**src/timer_flags_pkg.sv**
```systemverilog
// Constants for timer event flags, prescaler and register map
package timer_flags_pkg;
  // Register byte offsets
  localparam logic [3:0] OFS_FLAGS = 4'h0;
  localparam logic [3:0] OFS_EXT_FLAGS = 4'h4;
  localparam logic [3:0] OFS_CTRL = 4'h8;
  localparam int ADDR_W = 4;
  // Event flag register bit positions
  localparam int BIT_T1_CAPTURE = 5;
  localparam int BIT_T1_MATCH_A = 4;
  localparam int BIT_T1_MATCH_B = 3;
  localparam int BIT_T1_OVERFLOW = 2;
  // Extended event flag register bit positions
  localparam int BIT_T3_CAPTURE = 5;
  localparam int BIT_T3_MATCH_A = 4;
  localparam int BIT_T3_MATCH_B = 3;
  localparam int BIT_T3_OVERFLOW = 2;
  localparam int BIT_T3_MATCH_C = 1;
  localparam int BIT_T1_MATCH_C = 0;
  // Control register fields
  localparam int CS1_LSB = 0;
  localparam int CS2_LSB = 4;
  localparam int CS3_LSB = 8;
  localparam int PSR_BIT = 16;
  localparam int SYNC_BIT = 31;
  // Reset values
  localparam logic [7:0] FLAGS_RST = 8'h00;
  localparam logic [2:0] CS_RST = 3'h0;
  localparam logic [9:0] PRESCALE_RST = 10'h000;
  // Clock select codes
  localparam logic [2:0] CS_STOP = 3'h0;
  localparam logic [2:0] CS_DIRECT = 3'h1;
  localparam logic [2:0] CS_DIV8 = 3'h2;
  localparam logic [2:0] CS_DIV64 = 3'h3;
  localparam logic [2:0] CS_DIV256 = 3'h4;
  localparam logic [2:0] CS_DIV1024 = 3'h5;
  localparam logic [2:0] CS_EXT_FALL = 3'h6;
  localparam logic [2:0] CS_EXT_RISE = 3'h7;
  // Prescaler tap widths (log2 of divisor)
  localparam int TAP8_W = 3;
  localparam int TAP64_W = 6;
  localparam int TAP256_W = 8;
  localparam int TAP1024_W = 10;
  // Waveform modes that use the capture register as top
  localparam logic [3:0] WM_CAP_TOP_A = 4'h8;
  localparam logic [3:0] WM_CAP_TOP_B = 4'hA;
  localparam logic [3:0] WM_CAP_TOP_C = 4'hC;
  localparam logic [3:0] WM_CAP_TOP_D = 4'hE;
  // Bus responses
  localparam logic [1:0] RESP_OKAY = 2'h0;
  localparam logic [1:0] RESP_DECERR = 2'h3;
endpackage

```
**src/timer_flags_and_prescaler.sv**
```systemverilog
// Timer event flags, shared prescaler and external clock path
//
// Implementation choices: the register addresses and register access over AXI4-Lite.
`timescale 1ns/100ps
`default_nettype none
module timer_flags_and_prescaler
  import timer_flags_pkg::*;
(
  input wire logic clk_sys_i,
  input wire logic arst_n_i,
  input wire logic [timer_flags_pkg::ADDR_W-1:0] s_axi_awaddr_i,
  input wire logic s_axi_awvalid_i,
  output logic s_axi_awready_o,
  input wire logic [31:0] s_axi_wdata_i,
  input wire logic [3:0] s_axi_wstrb_i,
  input wire logic s_axi_wvalid_i,
  output logic s_axi_wready_o,
  output logic [1:0] s_axi_bresp_o,
  output logic s_axi_bvalid_o,
  input wire logic s_axi_bready_i,
  input wire logic [timer_flags_pkg::ADDR_W-1:0] s_axi_araddr_i,
  input wire logic s_axi_arvalid_i,
  output logic s_axi_arready_o,
  output logic [31:0] s_axi_rdata_o,
  output logic [1:0] s_axi_rresp_o,
  output logic s_axi_rvalid_o,
  input wire logic s_axi_rready_i,
  input wire logic [2:0] external_count_pin_i,
  input wire logic [3:0] t1_waveform_mode_field_i,
  input wire logic [3:0] t3_waveform_mode_field_i,
  input wire logic t1_capture_event_i,
  input wire logic t3_capture_event_i,
  input wire logic t1_at_top_i,
  input wire logic t3_at_top_i,
  input wire logic [2:0] t1_match_i,
  input wire logic [2:0] t3_match_i,
  input wire logic t1_overflow_i,
  input wire logic t3_overflow_i,
  input wire logic [7:0] vector_ack_i,
  input wire logic [7:0] ext_vector_ack_i,
  output logic [2:0] timer_tick_o,
  output logic [7:0] timer_event_flags_o,
  output logic [7:0] extended_timer_event_flags_o,
  output logic prescaler_held_o
);
  import timer_flags_pkg::*;

  logic aw_rdy_ff;
  logic w_rdy_ff;
  logic [ADDR_W-1:0] awaddr_ff;
  logic [31:0] wdata_ff;
  logic [3:0] wstrb_ff;
  logic bvalid_ff;
  logic [1:0] bresp_ff;
  logic ar_rdy_ff;
  logic rvalid_ff;
  logic [31:0] rdata_ff;
  logic [1:0] rresp_ff;
  logic wr_en;
  logic [7:0] flags_ff;
  logic [7:0] ext_flags_ff;
  logic [2:0] cs1_ff;
  logic [2:0] cs2_ff;
  logic [2:0] cs3_ff;
  logic psr_ff;
  logic sync_hold_ff;
  logic [9:0] prescale_ff;
  logic [2:0] pin_s1_ff;
  logic [2:0] pin_s2_ff;
  logic [2:0] pin_s3_ff;
  logic [2:0] tick_ff;
  logic [2:0] nxt_tick;
  logic [7:0] flag_set;
  logic [7:0] ext_flag_set;
  logic [7:0] flag_clr;
  logic [7:0] ext_flag_clr;
  logic [31:0] ctrl_word;

  // Next flag value, a set takes priority over any clear
  function automatic logic [7:0] flag_next(input logic [7:0] cur,
                                           input logic [7:0] set,
                                           input logic [7:0] clr);
    flag_next = set | (cur & ~clr);
  endfunction

  // Count enable chosen by a clock select code
  function automatic logic tick_select(input logic [2:0] cs,
                                       input logic [9:0] pre,
                                       input logic held,
                                       input logic rise,
                                       input logic fall);
    logic t;
    t = 1'b0;
    unique case (cs)
      CS_STOP: t = 1'b0;
      CS_DIRECT: t = 1'b1;
      CS_DIV8: t = ~held & (&pre[TAP8_W-1:0]);
      CS_DIV64: t = ~held & (&pre[TAP64_W-1:0]);
      CS_DIV256: t = ~held & (&pre[TAP256_W-1:0]);
      CS_DIV1024: t = ~held & (&pre[TAP1024_W-1:0]);
      CS_EXT_FALL: t = fall;
      CS_EXT_RISE: t = rise;
    endcase
    tick_select = t;
  endfunction

  // Capture register used as counter top
  function automatic logic cap_is_top(input logic [3:0] wm);
    cap_is_top = (wm == WM_CAP_TOP_A) || (wm == WM_CAP_TOP_B) ||
                 (wm == WM_CAP_TOP_C) || (wm == WM_CAP_TOP_D);
  endfunction

  assign wr_en = ~aw_rdy_ff & ~w_rdy_ff & ~bvalid_ff;

  assign ctrl_word = {sync_hold_ff, 14'h0000, psr_ff, 5'h00, cs3_ff,
                      1'b0, cs2_ff, 1'b0, cs1_ff};

  // Write address and data channels, taken in either order
  always_ff @(posedge clk_sys_i or negedge arst_n_i) begin
    if (!arst_n_i) begin
      aw_rdy_ff <= 1'b1;
      w_rdy_ff <= 1'b1;
      awaddr_ff <= '0;
      wdata_ff <= 32'h0000_0000;
      wstrb_ff <= 4'h0;
    end else begin
      if (s_axi_awvalid_i && aw_rdy_ff) begin
        aw_rdy_ff <= 1'b0;
        awaddr_ff <= s_axi_awaddr_i;
      end
      if (s_axi_wvalid_i && w_rdy_ff) begin
        w_rdy_ff <= 1'b0;
        wdata_ff <= s_axi_wdata_i;
        wstrb_ff <= s_axi_wstrb_i;
      end
      if (bvalid_ff && s_axi_bready_i) begin
        aw_rdy_ff <= 1'b1;
        w_rdy_ff <= 1'b1;
      end
    end
  end

  // Write response
  always_ff @(posedge clk_sys_i or negedge arst_n_i) begin
    if (!arst_n_i) begin
      bvalid_ff <= 1'b0;
      bresp_ff <= RESP_OKAY;
    end else if (wr_en) begin
      bvalid_ff <= 1'b1;
      if (awaddr_ff == OFS_FLAGS || awaddr_ff == OFS_EXT_FLAGS ||
          awaddr_ff == OFS_CTRL) begin
        bresp_ff <= RESP_OKAY;
      end else begin
        bresp_ff <= RESP_DECERR;
      end
    end else if (bvalid_ff && s_axi_bready_i) begin
      bvalid_ff <= 1'b0;
    end
  end

  // Read channel
  always_ff @(posedge clk_sys_i or negedge arst_n_i) begin
    if (!arst_n_i) begin
      ar_rdy_ff <= 1'b1;
      rvalid_ff <= 1'b0;
      rdata_ff <= 32'h0000_0000;
      rresp_ff <= RESP_OKAY;
    end else if (s_axi_arvalid_i && ar_rdy_ff) begin
      ar_rdy_ff <= 1'b0;
      rvalid_ff <= 1'b1;
      rresp_ff <= RESP_OKAY;
      unique case (s_axi_araddr_i)
        OFS_FLAGS: rdata_ff <= {24'h00_0000, flags_ff};
        OFS_EXT_FLAGS: rdata_ff <= {24'h00_0000, ext_flags_ff};
        OFS_CTRL: rdata_ff <= ctrl_word;
        default: begin
          rdata_ff <= 32'h0000_0000;
          rresp_ff <= RESP_DECERR;
        end
      endcase
    end else if (rvalid_ff && s_axi_rready_i) begin
      rvalid_ff <= 1'b0;
      ar_rdy_ff <= 1'b1;
    end
  end

  // Clock selects per timer
  always_ff @(posedge clk_sys_i or negedge arst_n_i) begin
    if (!arst_n_i) begin
      cs1_ff <= CS_RST;
      cs2_ff <= CS_RST;
      cs3_ff <= CS_RST;
    end else if (wr_en && awaddr_ff == OFS_CTRL) begin
      if (wstrb_ff[0]) begin
        cs1_ff <= wdata_ff[CS1_LSB +: 3];
        cs2_ff <= wdata_ff[CS2_LSB +: 3];
      end
      if (wstrb_ff[1]) begin
        cs3_ff <= wdata_ff[CS3_LSB +: 3];
      end
    end
  end

  // Prescaler reset and synchronization hold
  always_ff @(posedge clk_sys_i or negedge arst_n_i) begin
    if (!arst_n_i) begin
      psr_ff <= 1'b0;
      sync_hold_ff <= 1'b0;
    end else if (wr_en && awaddr_ff == OFS_CTRL &&
                 (wstrb_ff[2] || wstrb_ff[3])) begin
      if (wstrb_ff[3]) begin
        sync_hold_ff <= wdata_ff[SYNC_BIT];
      end
      if (wstrb_ff[3] && !wdata_ff[SYNC_BIT] && sync_hold_ff) begin
        psr_ff <= 1'b0;
      end else if (wstrb_ff[2]) begin
        psr_ff <= wdata_ff[PSR_BIT];
      end
    end else if (!sync_hold_ff) begin
      psr_ff <= 1'b0;
    end
  end

  // Free-running prescaler shared by timers 1, 2 and 3
  always_ff @(posedge clk_sys_i or negedge arst_n_i) begin
    if (!arst_n_i) begin
      prescale_ff <= PRESCALE_RST;
    end else if (psr_ff) begin
      prescale_ff <= PRESCALE_RST;
    end else begin
      prescale_ff <= prescale_ff + 10'h001;
    end
  end

  // External count pins: two sampling stages, then edge history
  always_ff @(posedge clk_sys_i or negedge arst_n_i) begin
    if (!arst_n_i) begin
      pin_s1_ff <= 3'h0;
      pin_s2_ff <= 3'h0;
      pin_s3_ff <= 3'h0;
    end else begin
      pin_s1_ff <= external_count_pin_i;
      pin_s2_ff <= pin_s1_ff;
      pin_s3_ff <= pin_s2_ff;
    end
  end

  // Tick per timer; external edges bypass the prescaler
  always_comb begin
    nxt_tick[0] = tick_select(cs1_ff, prescale_ff, psr_ff,
                              pin_s2_ff[0] & ~pin_s3_ff[0],
                              ~pin_s2_ff[0] & pin_s3_ff[0]);
    nxt_tick[1] = tick_select(cs2_ff, prescale_ff, psr_ff,
                              pin_s2_ff[1] & ~pin_s3_ff[1],
                              ~pin_s2_ff[1] & pin_s3_ff[1]);
    nxt_tick[2] = tick_select(cs3_ff, prescale_ff, psr_ff,
                              pin_s2_ff[2] & ~pin_s3_ff[2],
                              ~pin_s2_ff[2] & pin_s3_ff[2]);
  end

  always_ff @(posedge clk_sys_i or negedge arst_n_i) begin
    if (!arst_n_i) begin
      tick_ff <= 3'h0;
    end else begin
      tick_ff <= nxt_tick;
    end
  end

  // Flag set conditions; only true equality sets a match flag
  always_comb begin
    flag_set = 8'h00;
    ext_flag_set = 8'h00;
    flag_set[BIT_T1_CAPTURE] = cap_is_top(t1_waveform_mode_field_i) ?
      (tick_ff[0] & t1_at_top_i) : t1_capture_event_i;
    flag_set[BIT_T1_MATCH_A] = tick_ff[0] & t1_match_i[0];
    flag_set[BIT_T1_MATCH_B] = tick_ff[0] & t1_match_i[1];
    flag_set[BIT_T1_OVERFLOW] = tick_ff[0] & t1_overflow_i;
    ext_flag_set[BIT_T3_CAPTURE] = cap_is_top(t3_waveform_mode_field_i) ?
      (tick_ff[2] & t3_at_top_i) : t3_capture_event_i;
    ext_flag_set[BIT_T3_MATCH_A] = tick_ff[2] & t3_match_i[0];
    ext_flag_set[BIT_T3_MATCH_B] = tick_ff[2] & t3_match_i[1];
    ext_flag_set[BIT_T3_MATCH_C] = tick_ff[2] & t3_match_i[2];
    ext_flag_set[BIT_T3_OVERFLOW] = tick_ff[2] & t3_overflow_i;
    ext_flag_set[BIT_T1_MATCH_C] = tick_ff[0] & t1_match_i[2];
  end

  // Clear by vector execution or by writing one
  always_comb begin
    flag_clr = vector_ack_i;
    ext_flag_clr = ext_vector_ack_i;
    if (wr_en && awaddr_ff == OFS_FLAGS && wstrb_ff[0]) begin
      flag_clr = flag_clr | wdata_ff[7:0];
    end
    if (wr_en && awaddr_ff == OFS_EXT_FLAGS && wstrb_ff[0]) begin
      ext_flag_clr = ext_flag_clr | wdata_ff[7:0];
    end
  end

  // Flag registers; unused positions stay zero
  always_ff @(posedge clk_sys_i or negedge arst_n_i) begin
    if (!arst_n_i) begin
      flags_ff <= FLAGS_RST;
      ext_flags_ff <= FLAGS_RST;
    end else begin
      flags_ff <= flag_next(flags_ff, flag_set, flag_clr) &
                  8'h3C;
      ext_flags_ff <= flag_next(ext_flags_ff, ext_flag_set,
                                ext_flag_clr) & 8'h3F;
    end
  end

  assign s_axi_awready_o = aw_rdy_ff;
  assign s_axi_wready_o = w_rdy_ff;
  assign s_axi_bvalid_o = bvalid_ff;
  assign s_axi_bresp_o = bresp_ff;
  assign s_axi_arready_o = ar_rdy_ff;
  assign s_axi_rvalid_o = rvalid_ff;
  assign s_axi_rdata_o = rdata_ff;
  assign s_axi_rresp_o = rresp_ff;
  assign timer_tick_o = tick_ff;
  assign timer_event_flags_o = flags_ff;
  assign extended_timer_event_flags_o = ext_flags_ff;
  assign prescaler_held_o = psr_ff;
endmodule
`default_nettype wire

```
**config.mk**
```make
export PLATFORM = sky130hd
export DESIGN_NAME = timer_flags_and_prescaler
export DESIGN_NICKNAME = d
export VERILOG_FILES = /design/src/timer_flags_pkg.sv /design/src/timer_flags_and_prescaler.sv
export SDC_FILE = /design/constraint.sdc
export NUM_CORES = 1
export LEC_CHECK = 0
export ABC_AREA = 1
export BUFFER_PORTS_ARGS = -buffer_cell sky130_fd_sc_hd__buf_2
export CAP_MARGIN = 0
export CORE_UTILIZATION = 32
export DETAILED_ROUTE_END_ITERATION = 12
export HOLD_SLACK_MARGIN = 0.02
export PLACE_DENSITY = 0.65
export SLEW_MARGIN = 20
export SYNTH_ARGS = -nofsm -noshare
export SYNTH_HDL_FRONTEND = slang
export SYNTH_SLANG_ARGS = --single-unit
export TNS_END_PERCENT = 50
```
**constraint.sdc**
```tcl
create_clock -name clk_sys_i -period 4.4 [get_ports clk_sys_i]
set_clock_uncertainty 0.2 [all_clocks]
set_input_delay 0.88 -clock clk_sys_i [delete_from_list [all_inputs] [get_ports clk_sys_i]]
set_output_delay 0.88 -clock clk_sys_i [all_outputs]
set_load 0.02 [all_outputs]
```
# Word-level counts from Yosys, hierarchy flattened
# Cells that the tools add are included.
# totals
reg_bits,124
input_bits,90
out_inout_bits,61
elab_cells,165
# op_classes
add_sub_neg,1
n_eq_ne,35
n_mux,25
bitwise,40
n_reduce_logical,41
# ops
cell,count
one-hot mux 32 bit (3 select lines),1
"== test 4 bit, second input constant",10
"== test 3 bit, second input constant",12
bitwise OR 6 bit,4
one-hot mux 1 bit (8 select lines),3
AND 1 bit,22
"== test 3 x 2 -> 1 bit, second input constant",6
two-way mux 1 bit,16
logical AND 1 bit,13
AND 6 bit,2
two-way mux 6 bit,2
NOT 6 bit,2
"adder 10 x 1 -> 10 bit, second input constant",1
two-way mux 10 bit,1
NOT 1 bit,10
AND reduction 10 bit,1
"== test 3 x 1 -> 1 bit, second input constant",3
zero test 3 bit,3
logical OR 1 bit,9
"== test 4 x 3 -> 1 bit, second input constant",2
zero test 4 bit,2
AND reduction 2 bit,4
AND reduction 8 bit,1
nonzero test 2 bit,4
other kinds (7),8

# Depth between registers and ports, before layout
# depth
depth_word,9
mapped_depth,8
mapped_depth_nobuf,8

# Worst setup path before layout
# OpenSTA, ideal clock, no wires.
# synth_path
path_kind,in2reg
start,in s_axi_araddr_i[1] (netlist bit)
end,"reg rdata_ff[4], in the netlist s_axi_rdata_o[4]"
setup_ps,65
arrival_ps,1589
t_required_ps,4135
slack_ps,2546
path_stages,6
n_path_buf,1
path_cell_list,nor2_1 -> nand3_1 -> clkbuf_1 -> o211ai_1 -> nand2_1 -> nand2_1
# synth_between
elab_chain_len,2
elab_cells_between_ends,4
classes_between,eq/ne (2); mux (1); reduce/logical (1)
# synth_rtl
element,line_no,text
from (decl),timer_flags_and_prescaler.sv:21,"input wire logic [timer_flags_pkg::ADDR_W-1:0] s_axi_araddr_i,"
== test 4 bit (tied with other cells),timer_flags_and_prescaler.sv:172,unique case (s_axi_araddr_i)
one-hot mux 32 bit (3 select lines) (*),timer_flags_and_prescaler.sv:172,
to (signal assigned),timer_flags_and_prescaler.sv:173,"OFS_FLAGS: rdata_ff <= {24'h00_0000, flags_ff};"
to (signal assigned),timer_flags_and_prescaler.sv:174,"OFS_EXT_FLAGS: rdata_ff <= {24'h00_0000, ext_flags_ff};"
to (signal assigned),timer_flags_and_prescaler.sv:175,OFS_CTRL: rdata_ff <= ctrl_word;
to (decl),timer_flags_and_prescaler.sv:57,logic [31:0] rdata_ff;
# Every way passes the cells marked *; elsewhere a longest branch is shown, timed or not.
# A chain may end at the register's enable or synchronous reset.

# Worst setup path in the final report
# layout_path
start,"reg aw_rdy_ff, in the netlist s_axi_awready_o"
end,out s_axi_awready_o
# layout_rtl
element,line_no,text
from (decl),timer_flags_and_prescaler.sv:48,logic aw_rdy_ff;
from (signal assigned),timer_flags_and_prescaler.sv:121,aw_rdy_ff <= 1'b1;
from (signal assigned),timer_flags_and_prescaler.sv:128,aw_rdy_ff <= 1'b0;
from (signal assigned),timer_flags_and_prescaler.sv:137,aw_rdy_ff <= 1'b1;
to (decl),timer_flags_and_prescaler.sv:13,"output logic s_axi_awready_o,"
# No word-level cell between the ends.

==> metrics.yaml <==
timing:
  maxSlewViolCount: 0
  hold-worst-slack_ns: 0.154
  hold_viol_final: 0
  worstMarginPinSlew_ns: 0.737
  min_period_over_period_pct: 49.4
  finalSetupViolCount: 0
  fin_crit_ns: 2.17
  setup_slack_ns: 2.23
  fmax_mhz: 460
  tns_ns: 0
  max_slew_margin_pct: 50.9
  rsz0062_at_grt: "no"
critical_path:
  ff2ff_setup_slack_ns: 2.67
  arrival_ns: 1.09
  cp_slowest_stage_delay_ns: 0.58
  crit_fanout: 4
  critPathBufInv: 1
  path_cells: "buf_2"
  critPathRequiredTime_ns: 3.32
  crit_type: "reg -> out"
  start_kind: "flop"
  cp_top_family: "flip-flops"
  end_kind: "output port"
  slowest_stage: "dfstp_2"
min_path:
  min_path_type: "reg -> reg"
final_layout:
  regArea_sq_um: 2060
  multi_input_area_sq_um: 1440
  fill_cells: 1182
  drive_above_1_share_pct: 24.0
  finalNetCount: 632
  final_cell_mix: "nand2_1 (110), buf_2 (93), dfrtp_1 (79)"
  final_common_cell: "nand2_1"
  syn2layout_area_growth_pct: 20.1
  diodes: 0
power:
  cellLeakagePower_nw: 2.47
  p_per_area_nw_per_um2: 597
  ir_worst_vdd_mv: 0.330
grt:
  grtUsageTotal_pct: 14.8
  overflow: 0
  grt_pass1_wl_um: 14400
  grt_antenna_before_repair: 0
  grt_pass1_vias: 3054
  grt_max_degree: 83
placed_design:
  place.gp.congestion: 0.822
  pre_cts_ws_ns: 2.13
  io_buffers: 94
  hpwl_um: 6500
routing:
  final_antenna_net_count: 0
  drc: 12
  drt-vias-per-instance: 4.55
  first_pass_iters: 10
  wire_per_inst_um: 12.5
  wl_um: 8610
  via_count: 3132
  drt_iter0_drc: 147
clock_network:
  ctsHtreeMaxLevel: 3
  cts_resized: 0
  clockBufferDepth: 2
  cts_made_buffers: 9
  clk_pin_slew_ns: 0.06
  cts_tree: "built"
  cts_setup_buffers: 0
  clk_latency_ns: 0.33
  cts_hold_buf: 0
  root_buffer: "clkbuf_16"
  cts.sinks: 82
floorplanning:
  core_sq_um: 11600
  ioPinCount: 151
  dieArea_sq_um: 12500
  die_x_um: 112
  initial_core_util_pct: 33.2
  rows: 39
  fp.dieH_um: 112
yosys:
  synth_warnings: 0
  synthCells: 445
  synth.ff_latch_count: 82
  synthDistinctLibCells: 32
  syn_avg_cell_area_sq_um: 8.64
  yosysSeqAreaShare_pct: 53.5
  syn-cell-area_sq_um: 3840
outcome:
  run_status: "complete, but fails checks"
  violations: "design-rule violations"
flow_run:
  maxCapViolations: 0
==> metrics by stage <==
stage                     std cells  instance area (sq um)  utilization (%)  power (mW)
after floorplan                 470                   3940                -        1.83
after global routing            688                   4620             39.9        2.96
after global placement          672                   4350             37.6        2.06
after CTS                       688                   4610             39.9        2.79
final                           688                   4620             39.9        2.75
after detailed placement        672                   4350             37.6        2.10
==> flip-flops by register name, indices dropped and copies added, names as in the netlist, 4 cells and up <==
| name | flops |
|---|---|
| prescale_ff | 10 |
| wdata_ff | 12 |
| wstrb_ff | 4 |
| extended_timer_event_flags_o | 6 |
| timer_event_flags_o | 4 |
| s_axi_rdata_o | 12 |
| awaddr_ff | 4 |
==> power breakdown <==
| part | total, mW | leakage, nW | internal, mW | switching [mW] |
|---|---|---|---|---|
| clock | 0.670 | 0.128 | 0.378 | 0.292 |
| combinational | 0.843 | 1.33 | 0.297 | 0.546 |
| sequential | 1.24 | 1.01 | 1.02 | 0.226 |
==> cell type report <==
| cell class | count | area share (%) |
|---|---|---|
| inverter | 55 | 4.47 |
| clock inverter | 6 | 0.759 |
| multi-input combinational | 298 | 31.1 |
| tap | 143 | 3.88 |
| clock buffer | 10 | 4.96 |
| timing repair buffer | 94 | 10.3 |
| sequential | 82 | 44.5 |
==> final timing paths <==
| kind | from | to | cells past startpoint |
|---|---|---|---|
| min in group asynchronous | arst_n_i | cs3_ff[2] | 1 |
| max in group asynchronous | arst_n_i | s_axi_rresp_o[0] | 1 |
| min | pin_s1_ff[1] | pin_s2_ff[1] | 0 |
| max | s_axi_awready_o | s_axi_awready_o | 1 |
| min reg2reg | pin_s1_ff[1] | pin_s2_ff[1] | 0 |
| max reg2reg | prescaler_held_o | timer_tick_o[2] | 5 |
==> Yosys cell counts (all sizes together) <==
master,n,share of area [%]
nor3,4,0.94
nand4,4,0.65
nor2,51,5.5
buf,32,6.0
clkbuf,3,0.29
nor4,4,0.65
o31ai,6,1.2
o21ai,20,2.6
dfrtp,79,51
nand3,28,3.6
a31oi,4,0.65
o211ai,3,0.59
nand2,114,12
nand3b,3,0.59
xor2,2,0.46
dfstp,3,2.1
a21oi,15,2.0
inv,55,5.4
conb,1,0.098
ha,2,0.65
o22ai,2,0.33
mux2,10,2.9
==> cell families after synthesis <==
group / synth area share (%)
other cells: 0.0976
mux: 2.93
compound gates: 7.29
flops: 53.5
fa+ha+maj: 0.651
simple gates: 23.5
xor+xnor: 0.456
buf+inv: 11.6
==> per-layer routing <==
metal,track usage (%),part of all wire [%],up-vias
met1,18.8,45,1462
met2,23.9,47,96
met4,7.48,2.4,0
met3,3.05,5.3,15
li1,-,-,1559
met5,0,0,-
Power figures use the tool's default switching activity.
